File: config.mk
export PLATFORM = sky130hd
export DESIGN_NAME = pcp_parser
export DESIGN_NICKNAME = d
export VERILOG_FILES = /design/src/rtl/pcp_end.sv /design/src/rtl/pcp_pkg.sv /design/src/rtl/pcp_byte_if.sv /design/src/rtl/pcp_fifo.sv /design/src/rtl/pcp_parser.sv
export SDC_FILE = /design/constraint.sdc
export NUM_CORES = 1
export LEC_CHECK = 0
export BUFFER_PORTS_ARGS = -buffer_cell sky130_fd_sc_hd__buf_2
export CAP_MARGIN = 20
export CORE_ASPECT_RATIO = 1.75
export CORE_MARGIN = 2
export CORE_UTILIZATION = 61
export CTS_CLUSTER_DIAMETER = 200
export DETAILED_ROUTE_END_ITERATION = 6
export GPL_TIMING_DRIVEN = 0
export PLACE_DENSITY_LB_ADDON = 0.05
export SYNTH_ARGS = -nofsm -noshare
export SYNTH_HDL_FRONTEND = slang
export SYNTH_SLANG_ARGS = --single-unit
File: constraint.sdc
create_clock -name clk -period 4.9 [get_ports clk]
set_input_delay 0.98 -clock clk [delete_from_list [all_inputs] [get_ports clk]]
set_output_delay 0.98 -clock clk [all_outputs]
set_load 0.005 [all_outputs]
File: src/rtl/pcp_end.sv
`timescale 1ns/10ps
`default_nettype none
`default_nettype wire

File: src/rtl/pcp_pkg.sv
`default_nettype none
package pcp_pkg;
  localparam logic [7:0] C_NUL = 8'h00;
  localparam logic [7:0] C_BEL = 8'h07;
  localparam logic [7:0] C_BS = 8'h08;
  localparam logic [7:0] C_HT = 8'h09;
  localparam logic [7:0] C_LF = 8'h0A;
  localparam logic [7:0] C_VT = 8'h0B;
  localparam logic [7:0] C_FF = 8'h0C;
  localparam logic [7:0] C_CR = 8'h0D;
  localparam logic [7:0] C_SO = 8'h0E;
  localparam logic [7:0] C_SI = 8'h0F;
  localparam logic [7:0] C_ESC = 8'h1B;
  localparam logic [7:0] E_HSET = 8'h31;
  localparam logic [7:0] E_HCLR = 8'h32;
  localparam logic [7:0] E_HALL = 8'h45;
  localparam logic [7:0] E_VSET = 8'h05;
  localparam logic [7:0] E_VCLR = 8'h36;
  localparam logic [7:0] E_VALL = 8'h46;
  localparam logic [7:0] E_ELON = 8'h3C;
  localparam logic [7:0] E_ELOF = 8'h3D;
  localparam logic [7:0] E_COMP = 8'h3E;
  localparam logic [7:0] E_NORM = 8'h3F;
  localparam logic [7:0] E_ULON = 8'h61;
  localparam logic [7:0] E_ULOF = 8'h62;
  localparam logic [7:0] E_MRST = 8'h63;
  localparam logic [7:0] PR_LO = 8'h20;
  localparam logic [7:0] PR_HI = 8'h7E;
  localparam int BYTE_W = 8;
  localparam int COLS_DEF = 136;
  localparam int LINES_DEF = 66;
  localparam int FIFO_DEPTH_DEF = 8;
  typedef enum logic [5:0] {
    ST_IDLE = 6'h01,
    ST_ESC = 6'h02,
    ST_NUL1 = 6'h04,
    ST_NUL2 = 6'h08,
    ST_HMOV = 6'h10,
    ST_VMOV = 6'h20
  } pcp_state_t;
  typedef enum logic [1:0] {
    NC_HALL = 2'h0,
    NC_VALL = 2'h1,
    NC_MRST = 2'h2
  } pcp_nulcmd_t;
endpackage
`default_nettype wire

File: src/rtl/pcp_byte_if.sv
`timescale 1ns/10ps
`default_nettype none
interface pcp_byte_if #(parameter int W = 8);
  logic [W-1:0] data;
  logic valid;
  logic ready;
  modport prod (output data, output valid, input ready);
  modport cons (input data, input valid, output ready);
endinterface
`default_nettype wire

File: src/rtl/pcp_fifo.sv
`timescale 1ns/10ps
`default_nettype none
module pcp_fifo #(
  parameter int W = 8,
  parameter int DEPTH = 8
) (
  input wire logic clk,
  input wire logic rstn,
  input wire logic [W-1:0] in_data,
  input wire logic in_valid,
  output logic in_ready,
  pcp_byte_if.prod out
);
  localparam int AW = $clog2(DEPTH);
  localparam logic [AW:0] CNT_FULL = (AW+1)'(DEPTH);
  localparam logic [AW-1:0] PTR_LAST = AW'(DEPTH-1);
  logic [W-1:0] mem_q [DEPTH];
  logic [AW-1:0] wr_q, rd_q;
  logic [AW:0] cnt_q, cnt_d;
  logic room_q;
  wire push = in_valid && room_q;
  wire pop = out.valid && out.ready;
  // room flag is its own flop so in_ready leaves a register untouched
  assign in_ready = room_q;
  assign out.valid = (cnt_q != '0);
  assign out.data = mem_q[rd_q];
  assign cnt_d = cnt_q + (AW+1)'(push) - (AW+1)'(pop);
  always_ff @(posedge clk) begin
    if (push) begin
      mem_q[wr_q] <= in_data;
    end
  end
  always_ff @(posedge clk or negedge rstn) begin
    if (!rstn) begin
      wr_q <= '0;
      rd_q <= '0;
      cnt_q <= '0;
      room_q <= 1'b1;
    end else begin
      if (push) begin
        wr_q <= (wr_q == PTR_LAST) ? '0 : wr_q + 1'b1;
      end
      if (pop) begin
        rd_q <= (rd_q == PTR_LAST) ? '0 : rd_q + 1'b1;
      end
      cnt_q <= cnt_d;
      room_q <= (cnt_d != CNT_FULL);
    end
  end
endmodule
`default_nettype wire

File: src/rtl/pcp_parser.sv
`timescale 1ns/10ps
`default_nettype none
module pcp_parser #(
  parameter int COLS = pcp_pkg::COLS_DEF,
  parameter int LINES = pcp_pkg::LINES_DEF,
  parameter int FIFO_DEPTH = pcp_pkg::FIFO_DEPTH_DEF
) (
  input wire logic clk,
  input wire logic rstn,
  input wire logic seven_bit,
  input wire logic [pcp_pkg::BYTE_W-1:0] in_data,
  input wire logic in_valid,
  output logic in_ready,
  output logic print_stb,
  output logic [pcp_pkg::BYTE_W-1:0] print_char,
  output logic alt_set,
  output logic elongated,
  output logic compressed,
  output logic underscore,
  output logic bell,
  output logic paper_step,
  output logic [$clog2(COLS)-1:0] column,
  output logic [$clog2(LINES)-1:0] line,
  output logic busy
);
  import pcp_pkg::*;
  localparam int CW = $clog2(COLS);
  localparam int LW = $clog2(LINES);
  localparam logic [CW-1:0] COL_MAX = CW'(COLS-1);
  localparam logic [CW-1:0] COL_PRE = CW'(COLS-2);
  localparam logic [LW-1:0] LIN_MAX = LW'(LINES-1);

  pcp_byte_if #(.W(BYTE_W)) fb ();

  pcp_fifo #(.W(BYTE_W), .DEPTH(FIFO_DEPTH)) u_fifo (
    .clk(clk),
    .rstn(rstn),
    .in_data(in_data),
    .in_valid(in_valid),
    .in_ready(in_ready),
    .out(fb.prod)
  );

  pcp_state_t st_q, st_d;
  pcp_nulcmd_t nul_q, nul_d;
  logic [CW-1:0] col_q, col_d;
  logic [LW-1:0] line_q, line_d;
  logic [COLS-1:0] htab_q, htab_d;
  logic [LINES-1:0] vtab_q, vtab_d;
  logic alt_q, alt_d;
  logic elon_q, elon_d;
  logic comp_q, comp_d;
  logic ul_q, ul_d;
  logic ff_q, ff_d;
  logic stb_q, stb_d;
  logic [BYTE_W-1:0] chr_q, chr_d;
  logic bell_q, bell_d;
  logic step_q, step_d;
  logic busy_q;

  // moves stall the stream; the fifo absorbs the host meanwhile
  wire accepting = (st_q == ST_IDLE) || (st_q == ST_ESC) ||
                   (st_q == ST_NUL1) || (st_q == ST_NUL2);
  assign fb.ready = accepting;
  wire take = fb.valid && accepting;
  // the 7-bit mode drops the top bit some controllers leave undefined
  wire [BYTE_W-1:0] code = seven_bit ? {1'b0, fb.data[BYTE_W-2:0]} : fb.data;
  wire is_print = (code >= PR_LO) && (code <= PR_HI);
  wire col_last = (col_q == COL_MAX);
  wire [CW-1:0] col_nx1 = col_last ? col_q : col_q + 1'b1;
  wire [CW-1:0] col_nx2 = (col_q >= COL_PRE) ? COL_MAX : col_q + CW'(2);
  wire [LW-1:0] line_nx = (line_q == LIN_MAX) ? '0 : line_q + 1'b1;
  wire is_nul = (code == C_NUL);

  always_comb begin
    st_d = st_q;
    nul_d = nul_q;
    col_d = col_q;
    line_d = line_q;
    htab_d = htab_q;
    vtab_d = vtab_q;
    alt_d = alt_q;
    elon_d = elon_q;
    comp_d = comp_q;
    ul_d = ul_q;
    ff_d = ff_q;
    stb_d = 1'b0;
    chr_d = chr_q;
    bell_d = 1'b0;
    step_d = 1'b0;
    case (st_q)
      ST_IDLE: begin
        if (take && is_print) begin
          stb_d = 1'b1;
          chr_d = code;
          // a double-width cell takes two columns
          col_d = elon_q ? col_nx2 : col_nx1;
        end else if (take) begin
          case (code)
            C_ESC: st_d = ST_ESC;
            C_BEL: bell_d = 1'b1;
            C_BS: begin
              if (col_q != '0) begin
                col_d = col_q - 1'b1;
              end
            end
            C_HT: begin
              if (!col_last) begin
                st_d = ST_HMOV;
              end
            end
            C_LF: begin
              line_d = line_nx;
              step_d = 1'b1;
            end
            C_VT: begin
              st_d = ST_VMOV;
              ff_d = 1'b0;
            end
            C_FF: begin
              st_d = ST_VMOV;
              ff_d = 1'b1;
            end
            C_CR: col_d = '0;
            C_SO: alt_d = 1'b1;
            C_SI: alt_d = 1'b0;
            default: ;
          endcase
        end
      end
      ST_ESC: begin
        if (take) begin
          // parameter byte is never printed, whatever it is
          st_d = ST_IDLE;
          case (code)
            E_HSET: htab_d[col_q] = 1'b1;
            E_HCLR: htab_d[col_q] = 1'b0;
            E_HALL: begin
              nul_d = NC_HALL;
              st_d = ST_NUL1;
            end
            E_VSET: vtab_d[line_q] = 1'b1;
            E_VCLR: vtab_d[line_q] = 1'b0;
            E_VALL: begin
              nul_d = NC_VALL;
              st_d = ST_NUL1;
            end
            E_ELON: elon_d = 1'b1;
            E_ELOF: elon_d = 1'b0;
            E_COMP: comp_d = 1'b1;
            E_NORM: comp_d = 1'b0;
            E_ULON: ul_d = 1'b1;
            E_ULOF: ul_d = 1'b0;
            E_MRST: begin
              nul_d = NC_MRST;
              st_d = ST_NUL1;
            end
            default: ;
          endcase
        end
      end
      ST_NUL1: begin
        if (take) begin
          // a non-null byte here aborts the whole sequence
          st_d = ST_IDLE;
          if (is_nul) begin
            case (nul_q)
              NC_HALL: htab_d = '0;
              NC_VALL: vtab_d = '0;
              NC_MRST: st_d = ST_NUL2;
              default: ;
            endcase
          end
        end
      end
      ST_NUL2: begin
        if (take) begin
          st_d = ST_IDLE;
          if (is_nul) begin
            col_d = '0;
            line_d = '0;
            htab_d = '0;
            vtab_d = '0;
            alt_d = 1'b0;
            elon_d = 1'b0;
            comp_d = 1'b0;
            ul_d = 1'b0;
          end
        end
      end
      ST_HMOV: begin
        // one column per cycle; stops at a stop or the margin
        col_d = col_nx1;
        if ((col_nx1 == COL_MAX) || htab_q[col_nx1]) begin
          st_d = ST_IDLE;
        end
      end
      ST_VMOV: begin
        // without any stop a vertical tab ends at top of form
        line_d = line_nx;
        step_d = 1'b1;
        if ((line_nx == '0) || (!ff_q && vtab_q[line_nx])) begin
          st_d = ST_IDLE;
        end
      end
      default: st_d = ST_IDLE;
    endcase
  end

  always_ff @(posedge clk or negedge rstn) begin
    if (!rstn) begin
      st_q <= ST_IDLE;
      nul_q <= NC_HALL;
      col_q <= '0;
      line_q <= '0;
      htab_q <= '0;
      vtab_q <= '0;
      alt_q <= 1'b0;
      elon_q <= 1'b0;
      comp_q <= 1'b0;
      ul_q <= 1'b0;
      ff_q <= 1'b0;
      stb_q <= 1'b0;
      chr_q <= '0;
      bell_q <= 1'b0;
      step_q <= 1'b0;
      busy_q <= 1'b0;
    end else begin
      st_q <= st_d;
      nul_q <= nul_d;
      col_q <= col_d;
      line_q <= line_d;
      htab_q <= htab_d;
      vtab_q <= vtab_d;
      alt_q <= alt_d;
      elon_q <= elon_d;
      comp_q <= comp_d;
      ul_q <= ul_d;
      ff_q <= ff_d;
      stb_q <= stb_d;
      chr_q <= chr_d;
      bell_q <= bell_d;
      step_q <= step_d;
      busy_q <= (st_d != ST_IDLE);
    end
  end

  assign print_stb = stb_q;
  assign print_char = chr_q;
  assign alt_set = alt_q;
  assign elongated = elon_q;
  assign compressed = comp_q;
  assign underscore = ul_q;
  assign bell = bell_q;
  assign paper_step = step_q;
  assign column = col_q;
  assign line = line_q;
  assign busy = busy_q;
endmodule
`default_nettype wire

==> results.ini <==
[power_and_ir_drop]
peakVddDrop_v = 0.0004548
totalPowerFinal_mw = 10.83
leakagePower_nw = 7.781
powerDensity_mw_per_mm2 = 540.6

[logic_synthesis]
synth_top_cell_by_area = dfrtp_1
syn-cell-area_sq_mm = 0.01804
synth_area_leaders = dfrtp_1, edfxtp_1, o21ai_0, a21oi_1, mux4_2
syn_area_per_cell_sq_um = 9.169
seq_area_frac_synth = 0.4561
synth_nets = 2000
synth-seq-cells = 316
synthArstFlopShare = 0.7975
synth_cell_type_count = 86
syn_inst = 1968
yosys_warnings = 0
synthFlopType = dfrtp_1
synth_top_area_frac = 0.3467
synth_edf_count = 64

[finish]
area_delta_synth_final_pct = 11.00
stdcell_area_sq_mm = 0.02003
final_nets = 2087
mostFrequentLayoutCell = o21ai_0
final_cell_mix = o21ai_0, dfrtp_1, nor2_1
drive_above_1_share = 0.1127

[die]
io_pins = 44
fp.dieArea_sq_mm = 0.03103
rows = 83
core_area_sq_mm = 0.02918
die_y_microns = 231.5
start_util = 0.6184
dieWidth_microns = 134.0

[critical_path]
worst_setup_path_end_kind = flip-flop
worstPathRequired_ns = 5.36
crit_type = flip-flop to flip-flop
cp-start-kind = flip-flop
cp.arrival_ns = 5.40
crit_fanout = 12

[global_routing]
grt_max_degree = 122
grt_pass1_wl_microns = 100300
met3_usage = 0.08749
busiest_layer = met2
grt_util_met1 = 0.4802
track_usage = 0.4316
grt_antenna_before_repair = 2
grt_pass1_vias = 16988
grt-ovfl-total = 0
grt_util_met2 = 0.7085

[placement]
placed_area_sq_mm = 0.01889
dp.final_hpwl_microns = 47300
place.gp.congestion = 1.025
dp_slack_ns = -2.644
port_buffers = 43

[timing]
rsz0062_at_grt = false
finalWorstSetupSlack_ns = -0.03665
setup_viol = 1
max_freq_mhz = 202.6
period_minus_slack_ns = 4.937
drv_slew = 0
hold_violations = 0
post-route-period-util = 1.007
max_slew_margin = 0.1152
worst_pin_slew_ns = 1.327
finClkSkew_ns = 0.02508

[clock_network]
postCtsHoldBufs = 0
post_cts_buffers = 0
clkLatencyLatePin_ns = 0.60
cts_tree = yes
clk_pin_slew_ns = 0.07
numCtsBuffers = 29
clock_path_buffers = 3
root_buffer = clkbuf_16
cts.htree.levels = 1
cts_sinks = 316

[routing]
finalWirelength_microns = 66330
ant_nets = 0
drt_iter0_markers = 2025
drc = 0
wl_per_cell_microns = 26.95
vias = 17248
dr.pass1.iters = 6
vias_per_cell = 7.009

[status]
violations = negative setup slack
status = complete, but fails checks

[hold_path]
hp-class = primary input to async pin

[flow_run]
drv_cap = 0

where the power goes:
part | internal, mW | switching, mW
clock network | 1.42 | 1.07
logic | 1.67 | 3.59
registers | 2.91 | 0.173
total | 6.00 | 4.83
sequential cells by signal (all words and copies together) (netlist names), 2 cells and up:
name          cells
print_char        8
htab_q          135
st_q              6
line              7
column            8
u_fifo.wr_q       3
u_fifo.mem_q     64
u_fifo.rd_q       3
nul_q             2
u_fifo.cnt_q      4
vtab_q           66
metrics by stage:
stage / utilization / cells / TNS [ns] / hold slack (ns)
global placement: 0.6421 / 2393 / -426.70 / 0.4591
finish: 0.6864 / 2461 / -0.03665 / 0.2453
floorplan: - / 1968 / 0 / 0.4615
CTS: 0.6841 / 2455 / 0 / 0.2653
detailed placement: 0.6473 / 2402 / -18.25 / 0.4726
global route: 0.6863 / 2460 / 0 / 0.2542
metal layers:
layer	vias to the layer above	wire length, microns
li1	7422	-
met1	8211	22260
met2	1180	31890
met3	433	5697
met4	2	6462
met5	-	17
worst paths after layout:
check	startpoint	endpoint	slack [ns]	cells past startpoint
worst max-delay path	column[0]$_DFFE_PN0P_	st_q[2]$_DFF_PN0_	-0.04	16
worst min register to register	print_char[6]$_DFFE_PN0P_	print_char[6]$_DFFE_PN0P_	0.49	2
worst max register to register	column[0]$_DFFE_PN0P_	st_q[2]$_DFF_PN0_	-0.04	16
worst min-delay path	rstn	line[0]$_DFFE_PN0P_	0.25	1
max in group asynchronous	rstn	htab_q[26]$_DFFE_PN0P_	3.28	3
min in group clk	print_char[6]$_DFFE_PN0P_	print_char[6]$_DFFE_PN0P_	0.49	2
worst max-delay path, stage by stage, from the launching register on:
cell and delay (ns):
dfrtp_1 0.49, clkbuf_8 0.32, clkbuf_4 0.31, inv_1 0.20, buf_2 0.28, ha_1 0.36
clkbuf_4 0.27, buf_6 0.26, buf_6 0.24, nor3_1 0.07, o41ai_1 0.46, o22ai_1 0.16
a221o_1 0.42, a41oi_1 0.35, o31ai_4 0.19, nor3_1 0.24, o21ai_0 0.11
Yosys cell counts, drive strengths merged, types with 7 or more instances:
cell,count
buf,46
a22o,10
clkbuf,127
o211ai,7
o31ai,10
ha,19
nand2b,13
a31oi,17
nand3,38
o221ai,12
and2,24
nor3b,12
nand3b,9
or3,15
nand4,7
nor4,10
a21oi,186
nor2b,19
nor2,193
mux2,22
nor3,29
mux4,38
inv,29
xnor2,13
edfxtp,64
dfrtp,250
or2,8
xor2,10
mux2i,36
o21ai,461
and3,11
nand2,107
o22ai,8
a211oi,18
cell families (layout without fill, tap and decap cells):
kind of cell    Yosys count  after routing  synth area share
compound gates          801            801            0.2489
xor+xnor                 23             23           0.01116
fa+ha+maj                20             20           0.01428
buf+inv                 204            313           0.04881
flops                   316            316            0.4561
mux                      96             96           0.08196
other cells               0              2                 0
simple gates            508            508            0.1387
area by class of cell:
class / count / area, sq um
fillers: 2355 / 9151
repair buffers: 57 / 381.6
flip-flops and latches: 316 / 8232
clock buffers: 32 / 747.0
diodes: 2 / 5.005
multi-input cells: 1448 / 8992
inverters: 31 / 120.1
clock inverters: 21 / 271.5
plain buffers: 172 / 803.3
well taps: 382 / 478.0
what timing repair did:
action | CTS | global route
endpoints found under the setup margin | 13 | 7
cloned | 0 | 0
resized for setup | 26 | 9
No activity file was read; power rests on OpenSTA's default activity.
